**config.mk**
```make
export PLATFORM = sky130hd
export DESIGN_NAME = cfrv_core
export DESIGN_NICKNAME = d
export VERILOG_FILES = /design/src/common/cfrv_pkg.sv /design/src/core/cfrv_core.sv /design/src/core/cfrv_flag_calc.sv
export SDC_FILE = /design/constraint.sdc
export NUM_CORES = 1
export LEC_CHECK = 0
export BUFFER_PORTS_ARGS = -buffer_cell sky130_fd_sc_hd__buf_2
export CORE_MARGIN = 2
export CORE_UTILIZATION = 30
export CTS_CLUSTER_SIZE = 12
export DETAILED_ROUTE_END_ITERATION = 10
export HOLD_SLACK_MARGIN = 0.05
export PLACE_DENSITY_LB_ADDON = 0.08
export RECOVER_POWER = 100
export SLEW_MARGIN = 0
export SYNTH_ARGS = -nofsm -noshare
export SYNTH_HDL_FRONTEND = slang
export SYNTH_SLANG_ARGS = --single-unit
```
**constraint.sdc**
```tcl
create_clock -name sys_clk -period 7.7 [get_ports sys_clk]
set_clock_uncertainty 0.05 [all_clocks]
set_input_delay 0.385 -clock sys_clk [delete_from_list [all_inputs] [get_ports sys_clk]]
set_output_delay 0.385 -clock sys_clk [all_outputs]
set_load 0.005 [all_outputs]
```
**src/common/cfrv_pkg.sv**
```systemverilog
package cfrv_pkg;

   // ----------------------------------------------------------------
   // Reset vectors
   // ----------------------------------------------------------------
   localparam logic [15:0] VEC_NORM_EXT = 16'hfffe;
   localparam logic [15:0] VEC_NORM_CLK = 16'hfffc;
   localparam logic [15:0] VEC_NORM_WDT = 16'hfffa;
   localparam logic [15:0] VEC_BOOT_EXT = 16'hbffe;
   localparam logic [15:0] VEC_BOOT_CLK = 16'hbffc;
   localparam logic [15:0] VEC_BOOT_WDT = 16'hbffa;
   localparam logic [15:0] PC_RESET     = 16'h0000;

   // ----------------------------------------------------------------
   // Flag byte layout
   // ----------------------------------------------------------------
   localparam int FB_C = 0;
   localparam int FB_V = 1;
   localparam int FB_Z = 2;
   localparam int FB_N = 3;
   localparam int FB_I = 4;
   localparam int FB_H = 5;
   localparam int FB_X = 6;
   localparam int FB_S = 7;
   localparam logic [7:0] FLAG_RESET = 8'hd0;

   // ----------------------------------------------------------------
   // Opcode pages
   // ----------------------------------------------------------------
   localparam logic [7:0] PREBYTE_P1 = 8'h18;
   localparam logic [7:0] PREBYTE_P2 = 8'h1a;
   localparam logic [7:0] PREBYTE_P3 = 8'hcd;

   // ----------------------------------------------------------------
   // Types
   // ----------------------------------------------------------------
   typedef enum logic [3:0] {
      OP_KEEP   = 4'h0,
      OP_LDST   = 4'h1,
      OP_ADD    = 4'h2,
      OP_ADC    = 4'h3,
      OP_SUB    = 4'h4,
      OP_SBC    = 4'h5,
      OP_CMP    = 4'h6,
      OP_LOGIC  = 4'h7,
      OP_SHL    = 4'h8,
      OP_SHR    = 4'h9,
      OP_MULDIV = 4'ha,
      OP_IDX    = 4'hb,
      OP_TAP    = 4'hc,
      OP_RTI    = 4'hd,
      OP_STOP   = 4'he
   } cfrv_op_kind_type;

   typedef struct packed {
      logic             valid;
      cfrv_op_kind_type kind;
      logic             rotate;
      logic             error;
      logic [7:0]       opa;
      logic [7:0]       opb;
      logic [15:0]      idx;
   } cfrv_op_type;

   typedef struct packed {
      logic test_boot;
      logic clk_mon;
      logic wdt;
   } cfrv_cause_type;

   typedef struct packed {
      logic        rd;
      logic [15:0] addr;
   } cfrv_mem_req_type;

   typedef struct packed {
      logic       valid;
      logic [7:0] data;
   } cfrv_byte_type;

endpackage

```
**src/core/cfrv_core.sv**
```systemverilog
`timescale 1ns/1ps
// Behaviour
// - Sixteen-bit pointer holds next fetch address
// - Normal mode vectors FFFE, FFFC, FFFA
// - Test/boot vectors BFFE, BFFC, BFFA, high first
// - Eight-bit flag byte, five indicators, three controls
// - Stack, index add, transfers keep flags
// - Load and store update N, Z, V
// - Carry from arithmetic, errors, shifts
// - Overflow on two's-complement overflow
// - Zero on zero result; compare not stored
// - Index increment/decrement touches only zero
// - Negative copies result most significant bit
// - Global mask blocks maskable, pending kept
// - Reset sets global mask; hardware never clears
// - Stack, then set mask, then vector
// - Half carry from bit 3 on adds
// - Pin mask blocks pin; reset sets it
// - Pin interrupt sets both masks after stacking
// - Pin mask set only by hardware
// - Pin mask cleared only by transfer or return
// - Stop disable makes stop a no-operation
// - Words big-endian, no alignment needed
// - Prebyte selects opcode page one to three
module cfrv_core #(
   parameter logic [7:0] PRE_P2 = cfrv_pkg::PREBYTE_P2,
   parameter logic [7:0] PRE_P3 = cfrv_pkg::PREBYTE_P3
) (
   input  wire logic                     sys_clk,
   input  wire logic                     rst_n,
   input  wire cfrv_pkg::cfrv_cause_type cause,
   output cfrv_pkg::cfrv_mem_req_type    mem_req,
   input  wire logic                     mem_ack,
   input  wire logic [7:0]               mem_rdata,
   input  wire logic                     pc_load,
   input  wire logic [15:0]              pc_value,
   input  wire logic                     pc_advance,
   output logic [15:0]                   next_fetch_pointer,
   output logic                          vector_done,
   input  wire cfrv_pkg::cfrv_op_type    op,
   output logic [7:0]                    flag_byte,
   output logic [7:0]                    op_result,
   output logic                          op_result_valid,
   output logic                          stop_enter,
   input  wire logic                     irq_pending,
   input  wire logic                     nonmaskable_req_pin_n,
   output logic                          irq_allowed,
   output logic                          nmi_allowed,
   input  wire logic                     intr_recognized,
   input  wire logic                     intr_is_pin,
   output logic                          stack_req,
   input  wire logic                     stack_done,
   output logic                          intr_vector_fetch,
   input  wire cfrv_pkg::cfrv_byte_type  fetch_byte,
   output logic [1:0]                    opcode_page,
   output logic [7:0]                    opcode,
   output logic                          opcode_valid
);
   import cfrv_pkg::*;

   // ----------------------------------------------------------------
   // State
   // ----------------------------------------------------------------
   typedef enum logic [6:0] {
      S_CAPT  = 7'b0000001,
      S_VHI   = 7'b0000010,
      S_VLO   = 7'b0000100,
      S_RUN   = 7'b0001000,
      S_STACK = 7'b0010000,
      S_MASK  = 7'b0100000,
      S_VECT  = 7'b1000000
   } cfrv_state_type;

   cfrv_state_type state_q;
   cfrv_state_type state_d;

   logic [15:0] vec_addr_q;
   logic [15:0] pc_q;
   logic [15:0] pc_d;
   logic [7:0]  flags_q;
   logic [7:0]  flags_d;
   logic [7:0]  res_q;
   logic        res_valid_q;
   logic        stop_q;
   logic        pin_mask_q;
   logic        pin_sync1_q;
   logic        pin_sync2_q;
   logic        pre_seen_q;
   logic [1:0]  page_q;
   logic [7:0]  opc_q;
   logic        opc_valid_q;

   // ----------------------------------------------------------------
   // Functions
   // ----------------------------------------------------------------
   function automatic logic [15:0] vec_sel(input cfrv_cause_type c);
      logic [15:0] v;
      if (c.test_boot) begin
         v = c.wdt ? VEC_BOOT_WDT :
             c.clk_mon ? VEC_BOOT_CLK : VEC_BOOT_EXT;
      end else begin
         v = c.wdt ? VEC_NORM_WDT :
             c.clk_mon ? VEC_NORM_CLK : VEC_NORM_EXT;
      end
      return v;
   endfunction

   function automatic logic [2:0] page_of(input logic [7:0] b);
      logic [2:0] p;
      p = 3'b000;
      if (b == PREBYTE_P1) begin
         p = 3'b101;
      end else if (b == PRE_P2) begin
         p = 3'b110;
      end else if (b == PRE_P3) begin
         p = 3'b111;
      end
      return p;
   endfunction

   // ----------------------------------------------------------------
   // Flag calculation
   // ----------------------------------------------------------------
   logic [7:0] calc_flags;
   logic [7:0] calc_res;
   logic       calc_we;

   cfrv_flag_calc u_calc (
      .op        (op),
      .flags_in  (flags_q),
      .flags_out (calc_flags),
      .result    (calc_res),
      .result_we (calc_we)
   );

   // ----------------------------------------------------------------
   // Decode
   // ----------------------------------------------------------------
   wire logic in_run    = (state_q == S_RUN);
   wire logic op_fire   = in_run & op.valid;
   wire logic stop_req  = op_fire & (op.kind == OP_STOP);
   wire logic stop_go   = stop_req & ~flags_q[FB_S];
   wire logic pin_req   = ~pin_sync2_q;
   wire logic take_intr = in_run & intr_recognized;
   wire logic [2:0] pg  = page_of(fetch_byte.data);
   wire logic is_pre    = pg[2] & ~pre_seen_q;

   assign irq_allowed = irq_pending & ~flags_q[FB_I];
   assign nmi_allowed = pin_req & ~flags_q[FB_X];
   assign stack_req   = (state_q == S_STACK);
   assign intr_vector_fetch = (state_q == S_VECT);
   assign vector_done = (state_q == S_VLO) & mem_ack;
   assign mem_req.rd  = (state_q == S_VHI) | (state_q == S_VLO);
   assign mem_req.addr = (state_q == S_VLO) ? (vec_addr_q + 16'h0001)
                                            : vec_addr_q;

   assign next_fetch_pointer = pc_q;
   assign flag_byte          = flags_q;
   assign op_result          = res_q;
   assign op_result_valid    = res_valid_q;
   assign stop_enter         = stop_q;
   assign opcode_page        = page_q;
   assign opcode             = opc_q;
   assign opcode_valid       = opc_valid_q;

   // ----------------------------------------------------------------
   // Sequencer
   // ----------------------------------------------------------------
   always_comb begin
      state_d = state_q;
      unique case (state_q)
         S_CAPT: begin
            state_d = S_VHI;
         end
         S_VHI: begin
            if (mem_ack) begin
               state_d = S_VLO;
            end
         end
         S_VLO: begin
            if (mem_ack) begin
               state_d = S_RUN;
            end
         end
         S_RUN: begin
            if (take_intr) begin
               state_d = S_STACK;
            end
         end
         S_STACK: begin
            if (stack_done) begin
               state_d = S_MASK;
            end
         end
         S_MASK: begin
            state_d = S_VECT;
         end
         S_VECT: begin
            state_d = S_RUN;
         end
         default: begin
            state_d = S_CAPT;
         end
      endcase
   end

   // ----------------------------------------------------------------
   // Next fetch pointer
   // ----------------------------------------------------------------
   always_comb begin
      pc_d = pc_q;
      if ((state_q == S_VHI) && mem_ack) begin
         pc_d = {mem_rdata, pc_q[7:0]};
      end else if ((state_q == S_VLO) && mem_ack) begin
         pc_d = {pc_q[15:8], mem_rdata};
      end else if (pc_load) begin
         pc_d = pc_value;
      end else if (pc_advance) begin
         pc_d = pc_q + 16'h0001;
      end
   end

   // ----------------------------------------------------------------
   // Flag byte
   // ----------------------------------------------------------------
   always_comb begin
      flags_d = flags_q;
      if (state_q == S_MASK) begin
         flags_d[FB_I] = 1'b1;
         if (pin_mask_q) begin
            flags_d[FB_X] = 1'b1;
         end
      end else if (op_fire) begin
         flags_d = calc_flags;
      end
   end

   // ----------------------------------------------------------------
   // Registers
   // ----------------------------------------------------------------
   always_ff @(posedge sys_clk or negedge rst_n) begin
      if (!rst_n) begin
         state_q <= S_CAPT;
      end else begin
         state_q <= state_d;
      end
   end

   always_ff @(posedge sys_clk or negedge rst_n) begin
      if (!rst_n) begin
         vec_addr_q <= VEC_NORM_EXT;
      end else if (state_q == S_CAPT) begin
         vec_addr_q <= vec_sel(cause);
      end
   end

   always_ff @(posedge sys_clk or negedge rst_n) begin
      if (!rst_n) begin
         pc_q <= PC_RESET;
      end else begin
         pc_q <= pc_d;
      end
   end

   always_ff @(posedge sys_clk or negedge rst_n) begin
      if (!rst_n) begin
         flags_q <= FLAG_RESET;
      end else begin
         flags_q <= flags_d;
      end
   end

   always_ff @(posedge sys_clk or negedge rst_n) begin
      if (!rst_n) begin
         pin_mask_q <= 1'b0;
      end else if (take_intr) begin
         pin_mask_q <= intr_is_pin;
      end
   end

   always_ff @(posedge sys_clk or negedge rst_n) begin
      if (!rst_n) begin
         res_q       <= 8'h00;
         res_valid_q <= 1'b0;
         stop_q      <= 1'b0;
      end else begin
         res_valid_q <= op_fire & calc_we;
         stop_q      <= stop_go;
         if (op_fire && calc_we) begin
            res_q <= calc_res;
         end
      end
   end

   always_ff @(posedge sys_clk or negedge rst_n) begin
      if (!rst_n) begin
         pin_sync1_q <= 1'b1;
         pin_sync2_q <= 1'b1;
      end else begin
         pin_sync1_q <= nonmaskable_req_pin_n;
         pin_sync2_q <= pin_sync1_q;
      end
   end

   // ----------------------------------------------------------------
   // Opcode page tracking
   // ----------------------------------------------------------------
   always_ff @(posedge sys_clk or negedge rst_n) begin
      if (!rst_n) begin
         pre_seen_q  <= 1'b0;
         page_q      <= 2'b00;
         opc_q       <= 8'h00;
         opc_valid_q <= 1'b0;
      end else begin
         opc_valid_q <= fetch_byte.valid & ~is_pre;
         if (fetch_byte.valid) begin
            if (is_pre) begin
               pre_seen_q <= 1'b1;
               page_q     <= pg[1:0];
            end else begin
               pre_seen_q <= 1'b0;
               opc_q      <= fetch_byte.data;
               if (!pre_seen_q) begin
                  page_q <= 2'b00;
               end
            end
         end
      end
   end

endmodule

```
**src/core/cfrv_flag_calc.sv**
```systemverilog
`timescale 1ns/1ps
module cfrv_flag_calc (
   input  wire cfrv_pkg::cfrv_op_type op,
   input  wire logic [7:0]            flags_in,
   output logic [7:0]                 flags_out,
   output logic [7:0]                 result,
   output logic                       result_we
);
   import cfrv_pkg::*;

   // ----------------------------------------------------------------
   // Arithmetic
   // ----------------------------------------------------------------
   function automatic logic [11:0] arith(input logic [7:0] a,
                                         input logic [7:0] b,
                                         input logic       cin,
                                         input logic       sub);
      logic [8:0] s;
      logic       v;
      logic       h;
      s = sub ? ({1'b0, a} - {1'b0, b} - {8'h00, cin})
              : ({1'b0, a} + {1'b0, b} + {8'h00, cin});
      v = sub ? ((a[7] != b[7]) & (s[7] != a[7]))
              : ((a[7] == b[7]) & (s[7] != a[7]));
      h = a[4] ^ b[4] ^ s[4];
      return {1'b0, h, v, s[8], s[7:0]};
   endfunction

   wire logic        cin   = flags_in[FB_C];
   wire logic        is_sb = (op.kind == OP_SUB) | (op.kind == OP_SBC)
                           | (op.kind == OP_CMP);
   wire logic        use_c = (op.kind == OP_ADC) | (op.kind == OP_SBC);
   wire logic [11:0] ar    = arith(op.opa, op.opb, use_c & cin, is_sb);
   wire logic        fill  = op.rotate & cin;
   wire logic [7:0]  shl   = {op.opa[6:0], fill};
   wire logic [7:0]  shr   = {fill, op.opa[7:1]};

   // ----------------------------------------------------------------
   // Flag update
   // ----------------------------------------------------------------
   always_comb begin
      flags_out = flags_in;
      result    = op.opa;
      result_we = 1'b0;
      unique case (op.kind)
         OP_LDST, OP_LOGIC: begin
            flags_out[FB_N] = op.opa[7];
            flags_out[FB_Z] = (op.opa == 8'h00);
            flags_out[FB_V] = 1'b0;
            result_we       = 1'b1;
         end
         OP_ADD, OP_ADC, OP_SUB, OP_SBC, OP_CMP: begin
            result          = ar[7:0];
            flags_out[FB_N] = ar[7];
            flags_out[FB_Z] = (ar[7:0] == 8'h00);
            flags_out[FB_C] = ar[8];
            flags_out[FB_V] = ar[9];
            if (!is_sb) begin
               flags_out[FB_H] = ar[10];
            end
            result_we = (op.kind != OP_CMP);
         end
         OP_SHL, OP_SHR: begin
            result          = (op.kind == OP_SHL) ? shl : shr;
            flags_out[FB_C] = (op.kind == OP_SHL) ? op.opa[7]
                                                  : op.opa[0];
            flags_out[FB_N] = result[7];
            flags_out[FB_Z] = (result == 8'h00);
            flags_out[FB_V] = result[7] ^ flags_out[FB_C];
            result_we       = 1'b1;
         end
         OP_MULDIV: begin
            flags_out[FB_C] = op.error;
         end
         OP_IDX: begin
            flags_out[FB_Z] = (op.idx == 16'h0000);
         end
         OP_TAP, OP_RTI: begin
            flags_out = op.opa;
            flags_out[FB_X] = flags_in[FB_X] & op.opa[FB_X];
         end
         OP_KEEP, OP_STOP: begin
            flags_out = flags_in;
         end
         default: begin
            flags_out = flags_in;
         end
      endcase
   end

endmodule

```
## After elaboration in Yosys (flattened, before gate mapping)

Index checks and enable logic that the tools add are counted.

- Bits in registers: 72
- Latch bits: 0
- Memory bits (writable): 0
- ROM bits: 0
- Input bits: 85
- Logic and storage cells: 164
- Memories kept: 0

- Add/sub/neg operators: 6
- Multiply operators: 0
- Divide/modulo/power cells: 0
- $lt $le $gt $ge: 0
- Eq/ne operators: 36
- Shift operators: 0
- Muxes and demuxes: 39
- Bitwise logic cells: 30
- Reductions and logical operators: 32

Operators by type and width:

| operator | count |
|---|---|
| two-way mux 16 bit | 5 |
| one-hot mux 7 bit (7 select lines) | 1 |
| two-way mux 7 bit | 5 |
| adder 16 x 1 -> 16 bit (second input constant) | 2 |
| equality test 4 bit (second input constant) | 7 |
| logical NOT 8 bit | 3 |
| equality test 4 x 3 -> 1 bit (second input constant) | 4 |
| equality test 8 x 5 -> 1 bit (second input constant) | 2 |
| logical NOT 16 bit | 1 |
| one-hot mux 8 bit (2 select lines) | 1 |
| AND 1 bit | 15 |
| two-way mux 15 bit | 1 |
| two-way mux 3 bit | 5 |
| AND reduction 3 bit | 5 |
| one-hot mux 1 bit (4 select lines) | 3 |
| inequality test 2 bit (second input constant) | 5 |
| AND reduction 2 bit | 5 |
| adder 8 x 8 -> 9 bit | 1 |
| adder 9 x 1 -> 9 bit | 1 |
| two-way mux 1 bit | 9 |
| two-way mux 9 bit | 1 |
| subtractor 8 x 8 -> 9 bit | 1 |
| subtractor 9 x 1 -> 9 bit | 1 |
| equality test 4 x 2 -> 1 bit (second input constant) | 2 |
| 29 further kinds | 57 |

## Logic depth before layout (Yosys ltp)

Gate-level depths: netlist of the first run.

- Depth in word-level cells: 11
- Mapped depth: 16

## Cells and area by module

Synthesis of the first run repeated with hierarchy kept, for this count alone.

- Cells, all modules: 579
- Area, all modules: 4901.0 sq um

By module, submodules not included:

| module | times used | cells each | area each (sq um) | seq. area each (sq um) |
|---|---|---|---|---|
| cfrv_core | 1 | 308 | 3115.5 | 1487.7 |
| cfrv_flag_calc | 1 | 271 | 1785.5 | 0.0 |

## Worst setup path after synthesis of the first run

Ideal clock, no wire load.

- Kind: input-to-reg
- Start point: in op[37] (netlist name)
- End point: reg flags_q[0] (netlist: flag_byte[0])
- Data arrival time: 3.933 ns
- Slack: 3.588 ns
- Stages: 16
- Buffers on the path: 3
- Path through: clkbuf_2 buf_2 clkbuf_1 nand4b_1 inv_1 fa_1 inv_1 ha_1 or2_2 fa_1 nand2b_1 a2111oi_0 o31ai_1 xnor2_1 a22oi_1 a31oi_1

- Word-level cells in the longest chain between the ends: 6

Ends and longest elaborated chain:

| element | line | RTL |
|---|---|---|
| start, declared | cfrv_core.sv:40 | `input wire cfrv_pkg::cfrv_op_type op,` |
| equality test 4 x 2 -> 1 bit / equality test 4 x 3 -> 1 bit (equally long branches) | cfrv_flag_calc.sv:32, cfrv_flag_calc.sv:45, cfrv_flag_calc.sv:30 |  |
| bitwise OR 1 bit | cfrv_flag_calc.sv:32 | `wire logic use_c = (op.kind == OP_ADC) \| (op.kind == OP_SBC);` |
| AND 1 bit | cfrv_flag_calc.sv:33 | `wire logic [11:0] ar = arith(op.opa, op.opb, use_c & cin, is_sb);` |
| adder 9 x 1 -> 9 bit / subtractor 9 x 1 -> 9 bit (equally long branches) | cfrv_flag_calc.sv:22, cfrv_flag_calc.sv:21 |  |
| two-way mux 9 bit | cfrv_flag_calc.sv:21 | `s = sub ? ({1'b0, a} - {1'b0, b} - {8'h00, cin})` |
| one-hot mux 1 bit (4 select lines) | cfrv_flag_calc.sv:45 | `unique case (op.kind)` |
| end signal, assigned | cfrv_core.sv:269 | `flags_q <= flags_d;` |
| end, declared | cfrv_core.sv:80 | `logic [7:0] flags_q;` |

Several ways; a longest one is shown, not always the timed one.
A chain may end at the register's enable or synchronous reset.

## Worst setup path in the final report of the first run

- Start point: in op[35] (netlist name)
- End point: reg flags_q[0] (netlist: flag_byte[0])

Same word-level chain as after synthesis.

==> impl_metrics.tcl, run 1 <==
set metrics [dict create \
    slew-limit-headroom_pct -128 \
    fin_setup_tns_ns 0 \
    dp_hpwl_mm 11.9 \
    clk_pin_slew_worst_paths_ns 0.06 \
    yosys_warnings 0 \
    required_ns 7.85 \
    cts-buffers-inserted 9 \
    layout-drive-gt1-share_pct 20.6 \
    finalCritPeriodShare_pct 57.2 \
    power_frac_comb_pct 36.3 \
    min_path_type "input port to flop" \
    setup_violations 0 \
    synth.distinct_cells 73 \
    top_usage_layer "met2" \
    die_w_um 132 \
    fmax_mhz 227 \
    gp_congestion 0.874 \
    cts_max_path_buffers 2 \
    use_met3_pct 4.63 \
    insertion_delay_ns 0.33 \
    postCtsSetupBuffers 0 \
    synth_top_area_share_pct 25.6 \
    swShare_pct 37.8 \
    drv_slew 60 \
    ios 152 \
    cp-end-kind "flop" \
    drv_cap 1 \
    remaining_drc_errors 0 \
    crit_path_start "op[35]" \
    cp-start-kind "input port" \
    outcome "finished, violations left" \
    p_clk_share_pct 28.2 \
    cp_max_fo 25 \
    pwr-share-seq_pct 35.4 \
    rows 46 \
    globalRouteOverflowTotal 0 \
    antenna_found_initial 0 \
    chipHeight_um 132 \
    grt_pass1_wl_mm 25.5 \
    ys_seq_elements 59 \
    powerDensity_nw_per_um2 240 \
    drt_iter0_markers 407 \
    syn_area_per_cell_um2 8.07 \
    firstDrtPassIters 4 \
    violations "max-capacitance violations, max-slew violations" \
    grtUsageMet2_pct 28.3 \
    dieArea_um2 17300 \
    syn2layout_area_growth_pct 21.1 \
    worstReg2RegStart "flag_byte[0]" \
    cts_tree "done" \
    fin_crit_ns 4.41 \
    initial_core_util_pct 30.7 \
    hp-start "nonmaskable_req_pin_n" \
    grt_max_degree 60 \
    ant_nets 0 \
    netlist_area_um2 4880 \
    grtUsageMet1_pct 24.7 \
    synth-seq-area-share_pct 30.5 \
    portBuffers 139 \
    p_int_w 0.000883 \
    switchingPower_w 0.000537 \
    fillers 1720 \
    design_power_total_w 0.00142 \
    hold_viol_final 0 \
    yosysTopAreaCell "dfrtp_1" \
    worst_slew_pin_slew_ns 3.42 \
    diodes 0 \
    wirelength_mm 15.5 \
    netlist_top_cells_area "dfrtp_1 (26%), a21oi_1 (5.6%), ha_1 (5.6%)" \
    cts_root_buffer "clkbuf_16" \
    vias 4895 \
    synthArstFlopShare_pct 100 \
    syn_inst 605 \
    crit_arrival_ns 4.56 \
    cts_sinks 59 \
    rsz0062_at_grt "false" \
    cts_resized 0 \
    core_area_um2 15900 \
    htreeDepth 3 \
    fin_nets 839 \
    hold_buffers 0 \
    gr-usage-all-layers_pct 18.2 \
    grt_pass1_vias 4831 \
    synth-edff-count 0 \
    wl_per_cell_um 16.4 \
    p_leak_nw 2.60 \
    critical_path_class "input port to flop" \
    ir_drop_mv 0.113 \
    viasPerCell 5.16 \
    synth_top_flop_cell "dfrtp_1" \
]
## cell usage after synthesis (7+ instances only)
master	number
buf_2	8
nor2b_1	8
dfrtp_1	50
o21ai_0	39
a31oi_1	11
a22oi_1	7
nand4_1	13
inv_1	30
clkbuf_1	16
ha_1	22
buf_4	13
dfstp_2	9
nor3_1	12
nor2_1	64
a21oi_1	55
nand2_1	61
xor2_1	9
mux2_2	15
nand3_1	16
nand2b_1	9
xnor2_1	9
## path summary, 6_finish.rpt
check | endpoint | slack [ns] | cells past startpoint
worst min register to register | pin_sync2_q | 0.31 | 0
worst max register to register | flag_byte[0] | 3.70 | 13
worst min-delay path | pin_sync1_q | 0.10 | 1
max in group asynchronous | opcode[7] | 4.41 | 2
min in group asynchronous | next_fetch_pointer[14] | 1.26 | 2
worst max-delay path | flag_byte[0] | 3.29 | 15
## layout make-up
class	count	area, um2	share of cell area [%]
well taps	216	270	4.57
repair buffers	141	664	11.2
clock inverters	5	52.6	0.889
clock buffers	11	243	4.11
multi-input cells	485	3070	52.0
flip-flops and latches	59	1490	25.2
inverters	32	120	2.03
## cell families after synthesis
logic type | Yosys count | share of synthesized area (%)
AOI/OAI and AO/OA | 177 | 23.1
other | 1 | 0.0768
adders and majority gates | 27 | 7.48
and+or+nand+nor | 231 | 24.0
muxes | 19 | 4.28
DFF | 59 | 30.5
xor gates and xnor gates | 19 | 3.69
buffers and inverters | 72 | 6.92
## critical path: stages
cell	delay, ns
clkbuf_1	0.65
xor2_1	0.15
nand4b_1	0.18
inv_1	0.08
fa_1	0.53
inv_1	0.07
ha_1	0.18
or2_2	0.31
fa_1	0.38
nand2b_1	0.17
a2111oi_0	0.79
o31ai_1	0.19
xnor2_1	0.16
a22oi_1	0.22
a31oi_1	0.11
## through the flow
| stage | setup slack (ns) | instances | utilization [%] | hold WS (ns) | area [um2] |
|---|---|---|---|---|---|
| 5_1_grt | 2.88 | 949 | 37.2 | 0.0868 | 5910 |
| 6_report | 3.29 | 949 | 37.2 | 0.104 | 5910 |
| 2_1_floorplan | 3.59 | 616 | - | 0.0394 | 4920 |
| 3_5_place_dp | 3.35 | 933 | 35.8 | 0.298 | 5690 |
| 4_1_cts | 3.71 | 949 | 37.7 | 0.0888 | 5990 |
| 3_3_place_gp | 3.44 | 933 | 35.8 | 0.298 | 5690 |
## power by group through the flow
stage	registers, W	logic [W]	clock network, W
5_1_grt	0.000518	0.000584	0.000431
6_report	0.000503	0.000516	0.000400
4_1_cts	0.000505	0.000538	0.000415
3_3_place_gp	0.000508	0.000531	0
2_1_floorplan	0.000476	0.000361	0
3_5_place_dp	0.000509	0.000535	0
## cell usage in the layout (no fill, tap or decap), types with 15 or more instances in the layout
master and n:
nor2_1 65, ha_1 22, clkbuf_1 35, nand2_1 61, buf_2 105, mux2_2 15
inv_1 30, nand3_1 16, dfrtp_1 50, a21oi_1 55, o21ai_0 40
## state kept, by name, indices dropped and copies added, names as in the netlist
signal	count
stop_enter	1
next_fetch_pointer	16
pre_seen_q	1
opcode_valid	1
pin_sync2_q	1
pin_mask_q	1
op_result_valid	1
vec_addr_q	3
flag_byte	8
state_q	7
opcode	8
pin_sync1_q	1
opcode_page	2
op_result	8
## routing by layer
metal / wire [um] / up-vias
met3: 900 / 19
met2: 7020 / 152
li1: - / 2428
met1: 7350 / 2296
met5: 0 / -
met4: 257 / 0
Power figures use the tool's default switching activity.
==> inputs of run 2 (changes only) <==
- clock period: 7.7 -> 3.6 ns (I/O delays scaled with it)
==> impl_metrics.tcl, run 2 (synthesis gave the netlist of run 1 again) <==
set metrics [dict create \
    outcome "finished clean" \
    viasPerCell 5.18 \
    die_w_um 132 \
    path_cells "nand4b_1 -> inv_2 -> fa_1 -> inv_2 -> ha_4 -> or2_4 -> fa_1 -> or4_4 -> o31ai_4 -> o2111ai_2 -> a2111oi_4 -> a31o_1" \
    slew-limit-headroom_pct 32.1 \
    drv_slew 0 \
    cp-start-kind "flop" \
    fmax_mhz 284 \
    required_ns 3.82 \
    core_area_um2 15900 \
    pre_cts_ws_ns -0.0945 \
    layout.cells.most_common_list "buf_2 (116), nor2_1 (64), nand2_1 (61)" \
    cp_top_family "adder cells" \
    cts-buffers-inserted 9 \
    powerDensity_nw_per_um2 505 \
    wl_met1_mm 7.40 \
    cp-end-kind "flop" \
    syn2layout_area_growth_pct 27.7 \
    dieArea_um2 17300 \
    crit_slowest_cell "fa_1" \
    cts_root_buffer "clkbuf_16" \
    drv_cap 0 \
    grt_max_degree 45 \
    gp_congestion 0.896 \
    top_layer "met4" \
    p_int_w 0.00198 \
    globalRouteOverflowTotal 0 \
    largest_register_ffs 16 \
    critPathBufInv 2 \
    switchingPower_w 0.00117 \
    power_frac_comb_pct 37.7 \
    met2WireLength_mm 7.64 \
    setup_violations 0 \
    pwr-share-seq_pct 34.1 \
    fin_crit_ns 3.52 \
    remaining_drc_errors 0 \
    portBuffers 139 \
    p_clk_share_pct 28.2 \
    p_leak_nw 2.76 \
    worst_slew_pin_slew_ns 1.02 \
    layout_setup_ws_ns 0.0825 \
    cts_max_path_buffers 2 \
    initial_core_util_pct 30.7 \
    grt_pass1_wl_mm 25.8 \
    wl_met3_um 718 \
    ir_drop_mv 0.241 \
    ios 152 \
    rows 46 \
    finalCritPeriodShare_pct 97.7 \
    fin_nets 859 \
    final_common_cell "buf_2" \
    min_path_type "input port to flop" \
    grt_pass1_vias 4812 \
    insertion_delay_ns 0.33 \
    swShare_pct 37.2 \
    dp_hpwl_mm 12.4 \
    diodes 0 \
    cp_max_fo 3 \
    fin_util_pct 39.2 \
    clk_pin_slew_worst_paths_ns 0.05 \
    chipHeight_um 132 \
    critical_path_class "flop to flop" \
    gr-usage-all-layers_pct 18.5 \
    wirelength_mm 16.0 \
    cts_sinks 59 \
    crit_arrival_ns 3.73 \
    layout-drive-gt1-share_pct 24.8 \
    firstDrtPassIters 7 \
    rsz0062_at_grt "true" \
    antenna_found_initial 0 \
    hold_viol_final 0 \
    vias 5019 \
    cpPeakStageDelay_ns 0.60 \
    drt_iter0_markers 289 \
    wl_per_cell_um 16.5 \
    htreeDepth 3 \
    ant_nets 0 \
    cts_tree "done" \
]
-- run 2: cell count changes in the layout (fill, tap and decap cells not counted), sizes merged --
cell         previous run  this run
clkinvlp                1         0
dlygate4sd3             0         9
clkbuf                 45        37
buf                   107       129
clkinv                  5         3
-- run 2: final cells by class --
cell class,count,area [um2]
well taps,216,270
fillers,1704,9650
clock buffers,14,274
repair buffers,161,855
clock inverters,2,35.0
inverters,32,120
multi-input cells,485,3190
flip-flops and latches,59,1490
-- run 2: worst paths after layout --
kind	cells after the start	slack [ns]	start	to
max	12	0.08	flag_byte[0]	flag_byte[2]
min	2	0.06	fetch_byte[4]	opcode[4]
max reg2reg	12	0.08	flag_byte[0]	flag_byte[2]
min reg2reg	0	0.31	pin_sync1_q	pin_sync2_q
max in group asynchronous	3	2.16	rst_n	vec_addr_q[14]
min in group asynchronous	2	0.53	rst_n	flag_byte[3]
-- run 2: stage by stage --
stage                     std cells  hold slack [ns]  TNS [ns]  area, um2  power (W)
after detailed placement        943            0.240    -0.133       5770    0.00225
after floorplan                 616           -0.166         0       4950    0.00179
after global placement          943            0.239         0       5770    0.00224
after CTS                       968           0.0515         0       6170    0.00317
after global routing            969           0.0512   -0.0406       6230    0.00337
final                           969           0.0626         0       6230    0.00315
-- run 2: what timing repair did --
action                                  4_1_cts  5_1_grt
gates resized for setup                       0       17
buffers inserted                              0        1
hold buffers                                  9        0
endpoints found under the setup margin        1        4
hold endpoints to repair                     46        0
pin swaps                                     1       12
-- run 2: power groups by stage --
stage	clock network, W	registers [W]	logic (W)
floorplan	0	0.00102	0.000777
global placement	0	0.00108	0.00117
detailed placement	0	0.00109	0.00117
CTS	0.000913	0.00108	0.00118
global route	0.000941	0.00111	0.00132
finish	0.000888	0.00107	0.00119
-- run 2: routing by layer --
metal,vias up,track usage [%]
met4,0,4.71
met2,141,30.4
met1,2394,24.9
met3,16,3.51
li1,2468,-
met5,-,0
